`src/ftl_defines.vh`:
```
// constants for the flash/torch led mode control block
// What this block does
// - flash enable rising edge starts flash
// - flash ends when pin low, register cleared
// - torch enable rising edge starts torch
// - torch ends when pin low, register cleared
// - inhibit high drops flash to torch level
// - inhibit also applies to register-started flash
// - flash register write starts flash, time-out bounded
// - flash current is max times percentage code
// - flash current off after safety time-out
// - torch register write starts torch while set
// - torch current is max times percentage code
// - overvoltage turns the device off
// - both channels open: off, retry 100 ms
// - short while on: off, retry 100 ms
// - one floating channel: other keeps running
// - host drives bus, device drives acknowledge
// - bus address 0xB4 write, 0xB5 read
// - register address uses low three bits
// - three 8-bit registers at 00h to 02h
// - registers default only at power-on reset
// - bus runs up to 3.4 MHz
// - enable pin high standby; off after 1s low
// - chip-on bit acts as enable pin
// - inhibit bit acts as inhibit pin
`ifndef FTL_DEFINES_VH
`define FTL_DEFINES_VH
`define FTL_DEV_ADDR       7'h5A
`define FTL_REG_MASTER     3'h0
`define FTL_REG_FLASH      3'h1
`define FTL_REG_TORCH      3'h2
`define FTL_MASTER_RST     8'h00
`define FTL_FLASH_RST      8'hE0
`define FTL_TORCH_RST      8'h00
`define FTL_BIT_ON         3
`define FTL_BIT_SHT        2
`define FTL_BIT_OPEN       1
`define FTL_BIT_TSD        0
`define FTL_BIT_FEN        4
`define FTL_BIT_FI         5
`define FTL_BIT_TEN        4
`define FTL_CLK_MHZ        125
`define FTL_RETRY_MS       100
`define FTL_RETRY_CYC      (`FTL_RETRY_MS * 1000 * `FTL_CLK_MHZ)
`define FTL_SHDN_MS        1000
`define FTL_SHDN_CYC       (`FTL_SHDN_MS * 1000 * `FTL_CLK_MHZ)
`define FTL_TMR_STEP_US    156250
`define FTL_TMR_STEP_CYC   (`FTL_TMR_STEP_US * `FTL_CLK_MHZ)
`endif

```
`src/ftl_sync.v`:
```
// two-flop synchroniser for a vector of pin inputs
`timescale 1ns/10ps
module ftl_sync #(
	parameter W = 1 // vector width
) (
	input  wire         clk_i,    // block clock
	input  wire         resetn_i, // async reset, active low
	input  wire [W-1:0] d_i,      // asynchronous input
	output wire [W-1:0] q_o       // synchronised output
);
	reg [W-1:0] s1_q; // first stage, read only by s2
	reg [W-1:0] s2_q; // second stage
	// plain two-stage chain
	always @(posedge clk_i or negedge resetn_i)
	begin
		if (!resetn_i)
		begin
			s1_q <= {W{1'b0}};
			s2_q <= {W{1'b0}};
		end
		else
		begin
			s1_q <= d_i;
			s2_q <= s1_q;
		end
	end
	assign q_o = s2_q;
endmodule // ftl_sync

```
`src/ftl_i2c.v`:
```
// i2c slave front end: byte framing, address match, register port
`timescale 1ns/10ps
`include "ftl_defines.vh"
module ftl_i2c (
	input  wire       clk_i,     // block clock
	input  wire       resetn_i,  // async reset, active low
	input  wire       scl_i,     // synchronised scl
	input  wire       sda_i,     // synchronised sda
	output reg        sda_oe_o,  // pull sda low when high
	output reg        wr_o,      // one-cycle register write
	output reg  [2:0] addr_o,    // register index
	output reg  [7:0] wdata_o,   // write data
	input  wire [7:0] rdata_i    // read data at addr_o
);
	localparam ST_IDLE = 3'd0; // wait for start
	localparam ST_DEV  = 3'd1; // device address byte
	localparam ST_REG  = 3'd2; // register address byte
	localparam ST_WDAT = 3'd3; // write data bytes
	localparam ST_RDAT = 3'd4; // read data bytes
	localparam ST_MACK = 3'd5; // host acknowledge after read
	localparam ST_SACK = 3'd6; // our acknowledge slot
	reg [2:0] st_q;     // framing state
	reg [2:0] nxt_q;    // state after the ack slot
	reg [2:0] cnt_q;    // bit counter
	reg [7:0] sh_q;     // shift register
	reg       scl_q;    // scl delayed for edges
	reg       sda_q;    // sda delayed for edges
	reg       rd_q;     // direction of this transfer
	wire scl_rise = scl_i & ~scl_q;
	wire scl_fall = ~scl_i & scl_q;
	wire start    = scl_i & scl_q & sda_q & ~sda_i;
	wire stop     = scl_i & scl_q & ~sda_q & sda_i;
	wire [7:0] sh_n = {sh_q[6:0], sda_i};
	// edge memory
	always @(posedge clk_i or negedge resetn_i)
	begin
		if (!resetn_i)
		begin
			scl_q <= 1'b1;
			sda_q <= 1'b1;
		end
		else
		begin
			scl_q <= scl_i;
			sda_q <= sda_i;
		end
	end
	// byte engine; sampling on the 125 MHz clock keeps up with 3.4 MHz scl
	// fast clock oversampling
	always @(posedge clk_i or negedge resetn_i)
	begin
		if (!resetn_i)
		begin
			st_q     <= ST_IDLE;
			nxt_q    <= ST_IDLE;
			cnt_q    <= 3'd0;
			sh_q     <= 8'h00;
			rd_q     <= 1'b0;
			sda_oe_o <= 1'b0;
			wr_o     <= 1'b0;
			addr_o   <= 3'd0;
			wdata_o  <= 8'h00;
		end
		else
		begin
			wr_o <= 1'b0;
			if (start)
			begin
				// start or repeated start; clear the shifter, since bits left from a
				// refused frame or from the restart clock would be taken as an address
				st_q     <= ST_DEV;
				cnt_q    <= 3'd0;
				sh_q     <= 8'h00;
				sda_oe_o <= 1'b0;
			end
			else if (stop)
			begin
				st_q     <= ST_IDLE;
				sda_oe_o <= 1'b0;
			end
			else
			begin
				case (st_q)
				ST_DEV, ST_REG, ST_WDAT:
				begin
					if (scl_rise)
					begin
						sh_q  <= sh_n;
						cnt_q <= cnt_q + 3'd1;
					end
					if (scl_fall && cnt_q == 3'd0 && sh_q != 8'h00 && st_q == ST_DEV)
					begin
						if (sh_q[7:1] == `FTL_DEV_ADDR)
						begin
							rd_q     <= sh_q[0];
							nxt_q    <= sh_q[0] ? ST_RDAT : ST_REG;
							st_q     <= ST_SACK;
							sda_oe_o <= 1'b1;
						end
						else
							st_q <= ST_IDLE;
					end
					else if (scl_fall && cnt_q == 3'd0 && st_q == ST_REG)
					begin
						addr_o   <= sh_q[2:0];
						nxt_q    <= ST_WDAT;
						st_q     <= ST_SACK;
						sda_oe_o <= 1'b1;
					end
					else if (scl_fall && cnt_q == 3'd0 && st_q == ST_WDAT)
					begin
						wdata_o  <= sh_q;
						wr_o     <= 1'b1;
						nxt_q    <= ST_WDAT;
						st_q     <= ST_SACK;
						sda_oe_o <= 1'b1;
					end
				end
				ST_SACK:
				begin
					if (scl_fall)
					begin
						st_q  <= nxt_q;
						cnt_q <= 3'd0;
						sh_q  <= 8'h00;
						if (nxt_q == ST_RDAT)
							sda_oe_o <= ~rdata_i[7];
						else
							sda_oe_o <= 1'b0;
						if (nxt_q == ST_WDAT && rd_q == 1'b0 && sh_q == 8'h00)
							sh_q <= 8'h00;
					end
				end
				ST_RDAT:
				begin
					// read from the address set earlier
					if (scl_fall)
					begin
						cnt_q <= cnt_q + 3'd1;
						if (cnt_q == 3'd7)
						begin
							sda_oe_o <= 1'b0;
							st_q     <= ST_MACK;
						end
						else
							sda_oe_o <= ~rdata_i[3'd6 - cnt_q];
					end
				end
				ST_MACK:
				begin
					// host nack ends the read
					if (scl_rise)
						st_q <= sda_i ? ST_IDLE : ST_SACK;
					if (scl_rise)
						nxt_q <= ST_RDAT;
				end
				default:
					st_q <= ST_IDLE;
				endcase
			end
		end
	end
endmodule // ftl_i2c

```
`src/ftl_top.v`:
```
// flash/torch led mode control with register file and fault handling
`timescale 1ns/10ps
`include "ftl_defines.vh"
module ftl_top #(
	parameter RETRY_CYC = `FTL_RETRY_CYC,   // fault retry wait
	parameter SHDN_CYC  = `FTL_SHDN_CYC,    // enable-low shutdown wait
	parameter STEP_CYC  = `FTL_TMR_STEP_CYC // one time-out step
) (
	input  wire       clk_i,              // 125 MHz clock
	input  wire       resetn_i,           // power-on reset, active low
	input  wire       chip_enable_pin_i,  // chip enable pin
	input  wire       flash_enable_pin_i, // flash enable pin
	input  wire       torch_enable_pin_i, // torch enable pin
	input  wire       flash_inhibit_i,    // flash inhibit pin
	input  wire       overvoltage_protect_i, // output over threshold
	input  wire       open_led_detector_i,   // both channels open
	input  wire       led_short_i,        // a channel shorted
	input  wire       thermal_shdn_i,     // junction over temperature
	input  wire       chan_one_open_i,    // channel one floating
	input  wire       chan_two_open_i,    // channel two floating
	input  wire       scl_i,              // i2c clock
	input  wire       sda_i,              // i2c data in
	output reg        sda_oe_o,           // i2c data pulled low
	output reg        sda_o,              // i2c data out level
	output reg        standby_o,          // device enabled
	output reg        boost_on_o,         // boost and regulator on
	output reg        flash_level_o,      // flash-level current
	output reg        torch_level_o,      // torch-level current
	output reg  [3:0] current_code_o,     // percentage code in use
	output reg        channel_one_sink_o, // channel one sink on
	output reg        channel_two_sink_o  // channel two sink on
);
	wire [11:0] raw = {scl_i, sda_i, chip_enable_pin_i, flash_enable_pin_i, torch_enable_pin_i,
		flash_inhibit_i, overvoltage_protect_i, open_led_detector_i, led_short_i, thermal_shdn_i,
		chan_one_open_i, chan_two_open_i};
	wire [11:0] syn; // all pins after two flops
	wire scl_s = syn[11];
	wire sda_s = syn[10];
	wire en_s  = syn[9];
	wire fen_s = syn[8];
	wire ten_s = syn[7];
	wire fi_s  = syn[6];
	wire ovp_s = syn[5];
	wire opn_s = syn[4];
	wire sht_s = syn[3];
	wire tsd_s = syn[2];
	wire c1o_s = syn[1];
	wire c2o_s = syn[0];

	ftl_sync #(.W(12)) u_sync (
		.clk_i    (clk_i),
		.resetn_i (resetn_i),
		.d_i      (raw),
		.q_o      (syn)
	);

	wire       wr;     // register write strobe
	wire [2:0] addr;   // register index
	wire [7:0] wdata;  // write data
	reg  [7:0] rdata;  // read mux
	wire       oe_i2c; // slave pulls sda

	ftl_i2c u_i2c (
		.clk_i    (clk_i),
		.resetn_i (resetn_i),
		.scl_i    (scl_s),
		.sda_i    (sda_s),
		.sda_oe_o (oe_i2c),
		.wr_o     (wr),
		.addr_o   (addr),
		.wdata_o  (wdata),
		.rdata_i  (rdata)
	);

	reg        on_q;      // chip-on bit
	reg        sht_q;     // short status
	reg        opn_q;     // open status
	reg  [7:0] flash_q;   // flash control register
	reg  [7:0] torch_q;   // torch control register
	reg        fen_q;     // flash pin delayed
	reg        ten_q;     // torch pin delayed
	reg        fl_act_q;  // flash mode active
	reg        tr_act_q;  // torch mode active
	reg        fl_to_q;   // flash timed out
	reg [31:0] fl_cnt_q;  // flash time-out counter
	reg        fault_q;   // waiting out a fault
	reg [31:0] flt_cnt_q; // retry counter
	reg        stby_q;    // enabled
	reg [31:0] shdn_cnt_q; // enable-low counter

	// register index match, shared by the write strobes and the read mux
	function sel_reg;
		input [2:0] idx; // index from the bus
		input [2:0] sel; // register of interest
		begin
			sel_reg = (idx == sel);
		end
	endfunction

	wire       ms_wr = wr && sel_reg(addr, `FTL_REG_MASTER); // master write
	wire       fl_wr = wr && sel_reg(addr, `FTL_REG_FLASH);  // flash write
	wire       tr_wr = wr && sel_reg(addr, `FTL_REG_TORCH);  // torch write

	// read mux; reserved bits read zero
	always @*
	begin
		if (sel_reg(addr, `FTL_REG_MASTER))
			rdata = {4'h0, on_q, sht_q, opn_q, tsd_s};
		else if (sel_reg(addr, `FTL_REG_FLASH))
			rdata = flash_q;
		else if (sel_reg(addr, `FTL_REG_TORCH))
			rdata = {2'b00, torch_q[5:0]};
		else
			rdata = 8'h00;
	end

	// register file, set to defaults only by power-on reset
	// three registers, defaults at reset only
	always @(posedge clk_i or negedge resetn_i)
	begin
		if (!resetn_i)
		begin
			on_q    <= 1'b0;
			flash_q <= `FTL_FLASH_RST;
			torch_q <= `FTL_TORCH_RST;
		end
		else
		begin
			if (ms_wr)
				on_q <= wdata[`FTL_BIT_ON];
			if (fl_wr)
				flash_q <= wdata;
			if (tr_wr)
				torch_q <= {2'b00, wdata[5:0]};
		end
	end

	// standby and shutdown from enable pin or chip-on bit
	always @(posedge clk_i or negedge resetn_i)
	begin
		if (!resetn_i)
		begin
			stby_q     <= 1'b0;
			shdn_cnt_q <= 32'd0;
		end
		else
		begin
			// standby now, shutdown after 1 s low
			if (en_s || on_q)
			begin
				stby_q     <= 1'b1;
				shdn_cnt_q <= 32'd0;
			end
			else if (shdn_cnt_q >= SHDN_CYC)
				stby_q <= 1'b0;
			else
				shdn_cnt_q <= shdn_cnt_q + 32'd1;
		end
	end

	// flash and torch mode state
	always @(posedge clk_i or negedge resetn_i)
	begin
		if (!resetn_i)
		begin
			fen_q    <= 1'b0;
			ten_q    <= 1'b0;
			fl_act_q <= 1'b0;
			tr_act_q <= 1'b0;
		end
		else
		begin
			fen_q <= fen_s;
			ten_q <= ten_s;
			if ((fen_s && !fen_q) || (fl_wr && wdata[`FTL_BIT_FEN]))
				fl_act_q <= 1'b1;
			// pin low and register bit cleared
			else if (!fen_s && !flash_q[`FTL_BIT_FEN])
				fl_act_q <= 1'b0;
			if ((ten_s && !ten_q) || (tr_wr && wdata[`FTL_BIT_TEN]))
				tr_act_q <= 1'b1;
			// pin low and register bit cleared
			else if (!ten_s && !torch_q[`FTL_BIT_TEN])
				tr_act_q <= 1'b0;
		end
	end

	// flash safety timer, one step per code value plus one
	always @(posedge clk_i or negedge resetn_i)
	begin
		if (!resetn_i)
		begin
			fl_cnt_q <= 32'd0;
			fl_to_q  <= 1'b0;
		end
		else if (!fl_act_q)
		begin
			fl_cnt_q <= 32'd0;
			fl_to_q  <= 1'b0;
		end
		else if (fl_cnt_q >= (flash_q[7:5] + 32'd1) * STEP_CYC)
			fl_to_q <= 1'b1;
		else
			fl_cnt_q <= fl_cnt_q + 32'd1;
	end

	// fault handling with timed retry
	always @(posedge clk_i or negedge resetn_i)
	begin
		if (!resetn_i)
		begin
			fault_q   <= 1'b0;
			flt_cnt_q <= 32'd0;
			sht_q     <= 1'b0;
			opn_q     <= 1'b0;
		end
		else if (fault_q)
		begin
			if (flt_cnt_q >= RETRY_CYC)
				fault_q <= 1'b0;
			else
				flt_cnt_q <= flt_cnt_q + 32'd1;
		end
		// open both, short, only while on
		else if (boost_on_o && (opn_s || sht_s))
		begin
			fault_q   <= 1'b1;
			flt_cnt_q <= 32'd0;
			sht_q     <= sht_s;
			opn_q     <= opn_s;
		end
	end

	// output stage, all registered
	always @(posedge clk_i or negedge resetn_i)
	begin
		if (!resetn_i)
		begin
			standby_o          <= 1'b0;
			boost_on_o         <= 1'b0;
			flash_level_o      <= 1'b0;
			torch_level_o      <= 1'b0;
			current_code_o     <= 4'h0;
			channel_one_sink_o <= 1'b0;
			channel_two_sink_o <= 1'b0;
			sda_oe_o           <= 1'b0;
			sda_o              <= 1'b0;
		end
		else
		begin
			standby_o <= stby_q;
			// open-drain: drive low only
			sda_oe_o  <= oe_i2c;
			sda_o     <= 1'b0;
			if (!stby_q || fault_q || ovp_s || tsd_s)
			begin
				boost_on_o         <= 1'b0;
				flash_level_o      <= 1'b0;
				torch_level_o      <= 1'b0;
				channel_one_sink_o <= 1'b0;
				channel_two_sink_o <= 1'b0;
			end
			else if (fl_act_q && !fl_to_q)
			begin
				boost_on_o <= 1'b1;
				if (fi_s || torch_q[`FTL_BIT_FI])
				begin
					flash_level_o  <= 1'b0;
					torch_level_o  <= 1'b1;
					current_code_o <= torch_q[3:0];
				end
				else
				begin
					flash_level_o  <= 1'b1;
					torch_level_o  <= 1'b0;
					current_code_o <= flash_q[3:0];
				end
				channel_one_sink_o <= !c1o_s;
				channel_two_sink_o <= !c2o_s;
			end
			else if (tr_act_q)
			begin
				boost_on_o         <= 1'b1;
				flash_level_o      <= 1'b0;
				torch_level_o      <= 1'b1;
				current_code_o     <= torch_q[3:0];
				channel_one_sink_o <= !c1o_s;
				channel_two_sink_o <= !c2o_s;
			end
			else
			begin
				boost_on_o         <= 1'b0;
				flash_level_o      <= 1'b0;
				torch_level_o      <= 1'b0;
				channel_one_sink_o <= 1'b0;
				channel_two_sink_o <= 1'b0;
			end
		end
	end
endmodule // ftl_top

```
`config.mk`:
```
export PLATFORM = sky130hd
export DESIGN_NAME = ftl_top
export DESIGN_NICKNAME = d
export VERILOG_FILES = /design/src/ftl_sync.v /design/src/ftl_i2c.v /design/src/ftl_top.v
export VERILOG_INCLUDE_DIRS = /design/src
export SDC_FILE = /design/constraint.sdc
export NUM_CORES = 1
export LEC_CHECK = 0
export ABC_AREA = 0
export BUFFER_PORTS_ARGS = -buffer_cell sky130_fd_sc_hd__buf_2
export CAP_MARGIN = 20
export CORE_MARGIN = 1
export CORE_UTILIZATION = 45
export DETAILED_ROUTE_END_ITERATION = 12
export PLACE_DENSITY_LB_ADDON = 0.25
export SLEW_MARGIN = 0
export SYNTH_ARGS = -nofsm -noshare
export SYNTH_HDL_FRONTEND = slang
export SYNTH_HIERARCHICAL = 1
export SYNTH_SLANG_ARGS = --single-unit
```
`constraint.sdc`:
```
create_clock -name clk_i -period 7.75 [get_ports clk_i]
set_input_delay 0.775 -clock clk_i [delete_from_list [all_inputs] [get_ports clk_i]]
set_output_delay 0.775 -clock clk_i [all_outputs]
set_load 0.01 [all_outputs]
```
==> results of run 1 <==
## stage by stage
stage / instance area, sq um / utilization [%] / instances / hold slack, ns
after floorplan: 10600 / - / 1077 / 0.331
after global placement: 11000 / 48.0 / 1373 / 0.332
after detailed placement: 11000 / 48.0 / 1373 / 0.335
after CTS: 11600 / 50.5 / 1405 / 0.351
after global routing: 11600 / 50.7 / 1407 / 0.354
final: 11600 / 50.7 / 1407 / 0.350
## flip-flops by register name (all words and copies together) (netlist names), 4 cells and up
name,cells
current_code_o,4
fl_cnt_q,32
flash_q,8
flt_cnt_q,32
shdn_cnt_q,32
torch_q,6
u_i2c/sh_q,8
u_i2c/wdata_o,8
u_sync/q_o,12
u_sync/s1_q,12
## power breakdown
part           switching (uW)  internal, uW
registers                68.0          1030
clock network             399           454
logic                     184           115
total                     651          1600
## cell usage after synthesis (15+ instances only)
library cell	number
a31oi_1	17
nand2b_1	30
or4_1	15
ha_1	60
clkbuf_1	35
nor2_1	52
dfrtp_1	182
nor4_1	24
o21ai_0	43
and2_1	20
or3_1	16
mux2i_1	34
nor3_1	18
inv_1	54
and3_1	23
a21o_1	16
nand2_1	102
nand3_1	45
mux2_2	29
a21oi_1	53
## worst register-to-register path: stages, from the launching register on
cell      delay (ns)
dfstp_2         0.67
inv_1           0.27
ha_1            0.49
inv_1           0.18
fa_1            0.58
inv_1           0.10
fa_1            0.51
inv_1           0.04
ha_1            0.32
a21oi_1         0.22
nand2b_1        0.14
a21oi_1         0.08
o211a_1         0.21
a31oi_1         0.19
ha_1            0.27
and4b_1         0.22
o2111a_1        0.16
o211ai_1        0.11
a41oi_2         0.21
buf_8           0.22
or4_1           0.50
a21oi_1         0.17
## cell families (layout without fill, tap and decap cells)
family | Yosys count | in the layout | share of synthesized area (%)
adders and majority gates | 67 | 67 | 8.37
and+or+nand+nor | 403 | 403 | 20.3
other | 1 | 2 | 0.0352
xor gates and xnor gates | 19 | 19 | 1.56
DFF | 187 | 187 | 44.0
muxes | 66 | 66 | 6.83
buffers and inverters | 102 | 119 | 3.91
AOI/OAI and AO/OA | 231 | 231 | 14.9
## worst paths after layout
kind | slack [ns] | to | start
setup / recovery | 1.80 | fl_cnt_q[8] | flash_q[5]
setup reg to reg | 1.80 | fl_cnt_q[8] | flash_q[5]
max in group asynchronous | 6.05 | u_i2c/scl_q | resetn_i
min in group asynchronous | 0.45 | shdn_cnt_q[16] | resetn_i
hold reg to reg | 0.35 | u_sync/q_o[2] | u_sync/s1_q[2]
hold / removal | 0.35 | u_sync/q_o[2] | u_sync/s1_q[2]
## area by class of cell
class | count | area share (%)
multi-input combinational | 788 | 47.8
sequential | 187 | 40.3
clock buffer | 20 | 3.76
timing repair buffer | 31 | 1.80
tap | 313 | 3.37
inverter | 56 | 1.81
clock inverter | 12 | 1.15
## per-layer routing
metal	up-vias	track usage [%]	wire length, microns
met2	132	30.5	10300
met4	0	4.30	163
li1	3947	-	-
met5	-	0	0
met1	3957	28.8	11200
met3	14	3.39	701
==> metrics.md, run 1 <==
| Metric | Value |
|---|---|
| TritonCTS clock tree | yes |
| Crit-path max FO | 26 |
| Setup ws final | 1.80 ns |
| Post_cts resized | 0 |
| Max incr delay on CP | 0.67 ns |
| Slew Limit Fails | 0 |
| Largest net degree at the start of global routing | 108 |
| Critical Path Sink Type | flip-flop |
| Syn Area/Cell | 9.89 sq um |
| Via count | 8050 |
| Root Buffer | clkbuf_16 |
| DRC Markers | 0 |
| # IOs | 26 |
| Fin crit period | 5.95 ns |
| Leakage | 0.00532 uW |
| Distinct cell type count after synthesis | 74 |
| Status | completed |
| Overall routed net length | 22.3 mm |
| Post-synth top area cell | dfrtp_1 |
| Initial Util | 46.5% |
| Most common cell after layout, fill and taps aside | dfrtp_1 |
| Post-Syn Instances | 1076 |
| Die H | 156 microns |
| Post-CTS Hold Fix Bufs | 0 |
| Gr usage total | 19.7% |
| Drt wl/cell | 15.9 microns |
| Post-synth EDFFs | 0 |
| Fmax | 0.168 GHz |
| Pre-CTS WS | 1.43 ns |
| Post-synth ARST share | 100% |
| Worst hold path type | reg2reg |
| Global route overflow | 0 |
| H-tree lvl count | 4 |
| Post-DP HPWL | 15.4 mm |
| Seq cells post-synth | 187 |
| Final number of hold-violating endpoints | 0 |
| Largest vdd supply drop | 0.000209 V |
| Sequential cell area | 4690 sq um |
| Vias in the first global route | 7570 |
| Top cells by area, synth | dfrtp_1 (43%), ha_1 (7.1%), nand2_1 (3.6%) |
| Max-slew headroom | 31.4% |
| Setup TNS Final | 0 ns |
| Die X | 156 microns |
| Most used DFF post-synth | dfrtp_1 |
| Worst Path Buf+Inv | 5 |
| CTS buffer count | 17 |
| Clk sink count | 187 |
| Worst EP required | 8.09 ns |
| Total power | 2250 uW |
| Seq/Total Area, Yosys | 44.0% |
| RSZ-0062 raised after global routing | no |
| Gp weighted congestion | 0.859 |
| Max Cap Viol | 0 |
| Area fraction of the dominant cell type after synthesis | 42.8% |
| Fillers | 2070 |
| Area occupied by multi-input gates | 5550 sq um |
| CP dominant cell by count | inv_1 |
| Synth-to-layout area growth | 9.17% |
| Synth warn | 6 |
| DR pass1 iterations | 4 |
| Crit path cell chain | inv_1 > ha_1 > inv_1 > fa_1 > inv_1 > fa_1 > inv_1 > ha_1 > a21oi_1 > nand2b_1 > a21oi_1 > o211a_1 > a31oi_1 > ha_1 > and4b_1 > o2111a_1 > o211ai_1 > a41oi_2 > buf_8 > or4_1 > a21oi_1 |
| Crit path max-delay family | adder cells |
| Crit start category | flip-flop |
| Hold path cells | 0 |
| Clock transition at path regs | 0.07 ns |
| Final ANT Viol Nets | 0 |
| Post-Syn Area | 10600 sq um |
| Slowest CP cell | dfstp_2 |
| Critical path depth | 21 |
| Layout cell share with drive strength beyond 1 | 11.1% |
| Setup violators final | 0 |
| Iteration-0 DRC count of the detailed router | 486 |
| Worst clock skew | 0.0144 ns |
| Most frequent cells in the layout | dfrtp_1 (182), nand2_1 (102), ha_1 (60) |
| First-pass GRT wire length | 38.5 mm |
| # diodes | 0 |
| Critical path class | reg2reg |
| CP arrival | 6.29 ns |
| # Post-CTS Setup Buffers | 0 |
| Period utilization | 76.8% |
| # port buffers | 24 |
| Least-Margin Pin Slew | 1.02 ns |
| Initial antenna violation count | 0 |
| PD cells | 194 nW/um^2 |
| Vias/cell | 5.72 |
| Clk_lat worst skew | 0.43 ns |
| Final Net Count | 1162 |
| Max Buffers Root-to-Sink | 2 |
| Die area | 24300 sq um |
| FP Rows | 55 |
| Reg2reg path depth | 21 |
| Core area | 22900 sq um |
Note: power is estimated with default switching activity, not from simulation.
==> run 2, diff against run 1 <==
- clock period: 7.75 -> 4.8 ns (I/O delays scaled with it)
==> run 2 against run 1 <==
Against the previous run: the run now ends with setup timing left; clock skew barely moved; cell count rose by 1.4%; flip-flop and latch count did not move; utilization rose by 2.0 points; non-clock buffer count rose by 20; critical endpoint is now fl_cnt_q[9].
==> metrics.md, run 2 (synthesis results as in run 1) <==
| Metric | Value |
|---|---|
| Critical path depth | 21 (unchanged) |
| Fillers | 2023 (-2.3%) |
| Global route overflow | 0 (unchanged) |
| Worst Path Buf+Inv | 5 (unchanged) |
| Failing checks | setup timing |
| FP Rows | 55 (unchanged) |
| Max Cap Viol | 0 (unchanged) |
| # diodes | 0 (unchanged) |
| Largest net degree at the start of global routing | 106 (-1.9%) |
| Period utilization | 102% (+25 points) |
| Leakage | 0.00545 uW (+2.5%) |
| Iteration-0 DRC count of the detailed router | 435 (-10%) |
| Worst EP required | 5.14 ns (-2.95 ns) |
| Max Buffers Root-to-Sink | 2 (unchanged) |
| Most common cell after layout, fill and taps aside | dfrtp_1 |
| Via count | 8188 (+1.7%) |
| Initial Util | 46.5% (unchanged) |
| Setup ws final | -0.0811 ns (-1.88 ns) |
| Worst R2R Setup Slack | -0.08 ns (-1.88 ns) |
| Final Net Count | 1182 (+1.7%) |
| Die H | 156 microns (unchanged) |
| CTS buffer count | 17 (unchanged) |
| H-tree lvl count | 4 (unchanged) |
| Core area | 22900 sq um (unchanged) |
| Synth-to-layout area growth | 13.6% |
| Worst clock skew | 0.0142 ns (-0.000246 ns) |
| PD cells | 304 nW/um^2 (+57%) |
| Clk sink count | 187 (unchanged) |
| Critical Path Sink Type | flip-flop |
| Gp weighted congestion | 0.857 (-0.21%) |
| Most frequent cells in the layout | dfrtp_1 (182), nand2_1 (102), ha_1 (56) |
| Critical path class | reg2reg |
| TritonCTS clock tree | yes |
| Drt wl/cell | 16.5 microns (+3.9%) |
| Die area | 24300 sq um (unchanged) |
| Setup TNS Final | -0.275 ns (-0.275 ns) |
| Clk_lat worst skew | 0.43 ns (about the same) |
| RSZ-0062 raised after global routing | yes |
| Total power | 3670 uW (+63%) |
| Setup violators final | 9 (+9) |
| Root Buffer | clkbuf_16 |
| Least-Margin Pin Slew | 1.04 ns (+0.0155 ns) |
| Crit path max-delay family | adder cells |
| # IOs | 26 (unchanged) |
| Final number of hold-violating endpoints | 0 (unchanged) |
| Status | complete, but fails checks |
| Overall routed net length | 23.5 mm (+5.3%) |
| Fin crit period | 4.88 ns (-1.07 ns) |
| Final ANT Viol Nets | 0 (unchanged) |
| Largest vdd supply drop | 0.000247 V (+18%) |
| DR pass1 iterations | 5 (+1) |
| Die X | 156 microns (unchanged) |
| CP arrival | 5.22 ns (-1.07 ns) |
| Fin Hold WS | 0.143 ns (-0.207 ns) |
| Clock transition at path regs | 0.07 ns (about the same) |
| Crit path cell chain | clkinvlp_4 > ha_4 > inv_4 > fa_1 > inv_2 > fa_1 > inv_2 > ha_4 > a21oi_4 > nand2b_4 > a21oi_2 > a31oi_1 > xor2_1 > ha_1 > and4b_1 > o2111a_1 > o211ai_1 > a41oi_2 > buf_12 > or4_4 > a21oi_1 |
| DRC Markers | 0 (unchanged) |
| Crit-path max FO | 13 (-50%) |
| Pre-CTS WS | -0.0683 ns (-1.50 ns) |
| Max-slew headroom | 30.7% (-0.72 points) |
| Post-CTS Hold Fix Bufs | 0 (unchanged) |
| Reg2reg path depth | 21 (unchanged) |
| First-pass GRT wire length | 39.8 mm (+3.2%) |
| Layout cell share with drive strength beyond 1 | 16.6% (+5.5 points) |
| Post-DP HPWL | 15.9 mm (+2.9%) |
| Slowest CP cell | dfstp_2 |
| Top flop regs | fl_cnt_q: 32 flops, flt_cnt_q: 32 flops, shdn_cnt_q: 32 flops |
| Slew Limit Fails | 0 (unchanged) |
| Max incr delay on CP | 0.58 ns (-0.09 ns) |
| Crit start category | flip-flop |
| Fmax | 0.205 GHz (+22%) |
| Worst hold path type | in2async |
| Vias in the first global route | 7777 (+2.7%) |
| Initial antenna violation count | 0 (unchanged) |
| Gr usage total | 20.4% (+0.73 points) |
| # port buffers | 24 (unchanged) |
| Vias/cell | 5.74 (+0.29%) |
| Core Util, Final | 52.8% (+2.0 points) |
[run 2: cell types whose count changed in the layout (fill, tap and decap cells not counted), moves of 5 or more]
cell     delta
buf_4      +18
nor4_1     -11
inv_1       -5
nor4_2      +7
o21ai_0     -5
[run 2: final timing paths]
path                                       end         startpoint
worst max register to register     fl_cnt_q[9]         flash_q[5]
worst min-delay path            shdn_cnt_q[11]           resetn_i
max in group asynchronous        u_i2c/sh_q[1]           resetn_i
min in group clk_i              u_sync/s1_q[9]  chip_enable_pin_i
worst max-delay path               fl_cnt_q[9]         flash_q[5]
worst min register to register   u_sync/q_o[8]     u_sync/s1_q[8]
[run 2: cell type report]
| class | count | area, sq um | area share [%] |
|---|---|---|---|
| multi-input combinational | 788 | 5830 | 48.3 |
| clock inverter | 13 | 133 | 1.10 |
| sequential | 187 | 4690 | 38.8 |
| tap | 313 | 392 | 3.24 |
| inverter | 56 | 216 | 1.79 |
| timing repair buffer | 51 | 387 | 3.20 |
| clock buffer | 19 | 443 | 3.66 |
[run 2: worst reg2reg max path, cell delays in order, from the launching register on]
cell	delay [ns]
dfstp_2	0.58
clkinvlp_4	0.11
ha_4	0.29
inv_4	0.03
fa_1	0.52
inv_2	0.05
fa_1	0.49
inv_2	0.05
ha_4	0.23
a21oi_4	0.16
nand2b_4	0.14
a21oi_2	0.05
a31oi_1	0.20
xor2_1	0.18
ha_1	0.25
and4b_1	0.22
o2111a_1	0.13
o211ai_1	0.10
a41oi_2	0.20
buf_12	0.19
or4_4	0.47
a21oi_1	0.13
[run 2: stage by stage]
stage	cell area, sq um	std cells
after floorplan	10800	1077
after global placement	11300	1388
after detailed placement	11300	1388
after CTS	11800	1420
after global routing	12100	1427
final	12100	1427
[run 2: report_power, final]
part / leakage (uW) / switching (uW) / internal [uW] / total (uW)
clock network: 0.000284 / 652 / 745 / 1400
registers: 0.00248 / 113 / 1670 / 1780
logic: 0.00268 / 306 / 190 / 496
[run 2: what timing repair did]
action                     in CTS  in global routing
hold endpoints to repair        0                  0
resized for setup               0                 41
pin swaps                       0                  9
setup endpoints to repair      10                 33
gates cloned                    0                  2
setup buffers                   0                  5
[run 2: routing by layer]
layer  track usage, %  part of all wire, %  vias to the layer above
li1                 -                    -                     3979
met1             29.9                   50                     4071
met2             31.7                   46                      121
met3             2.56                  2.7                       17
met4             5.84                  1.0                        0
met5                0                    0                        -
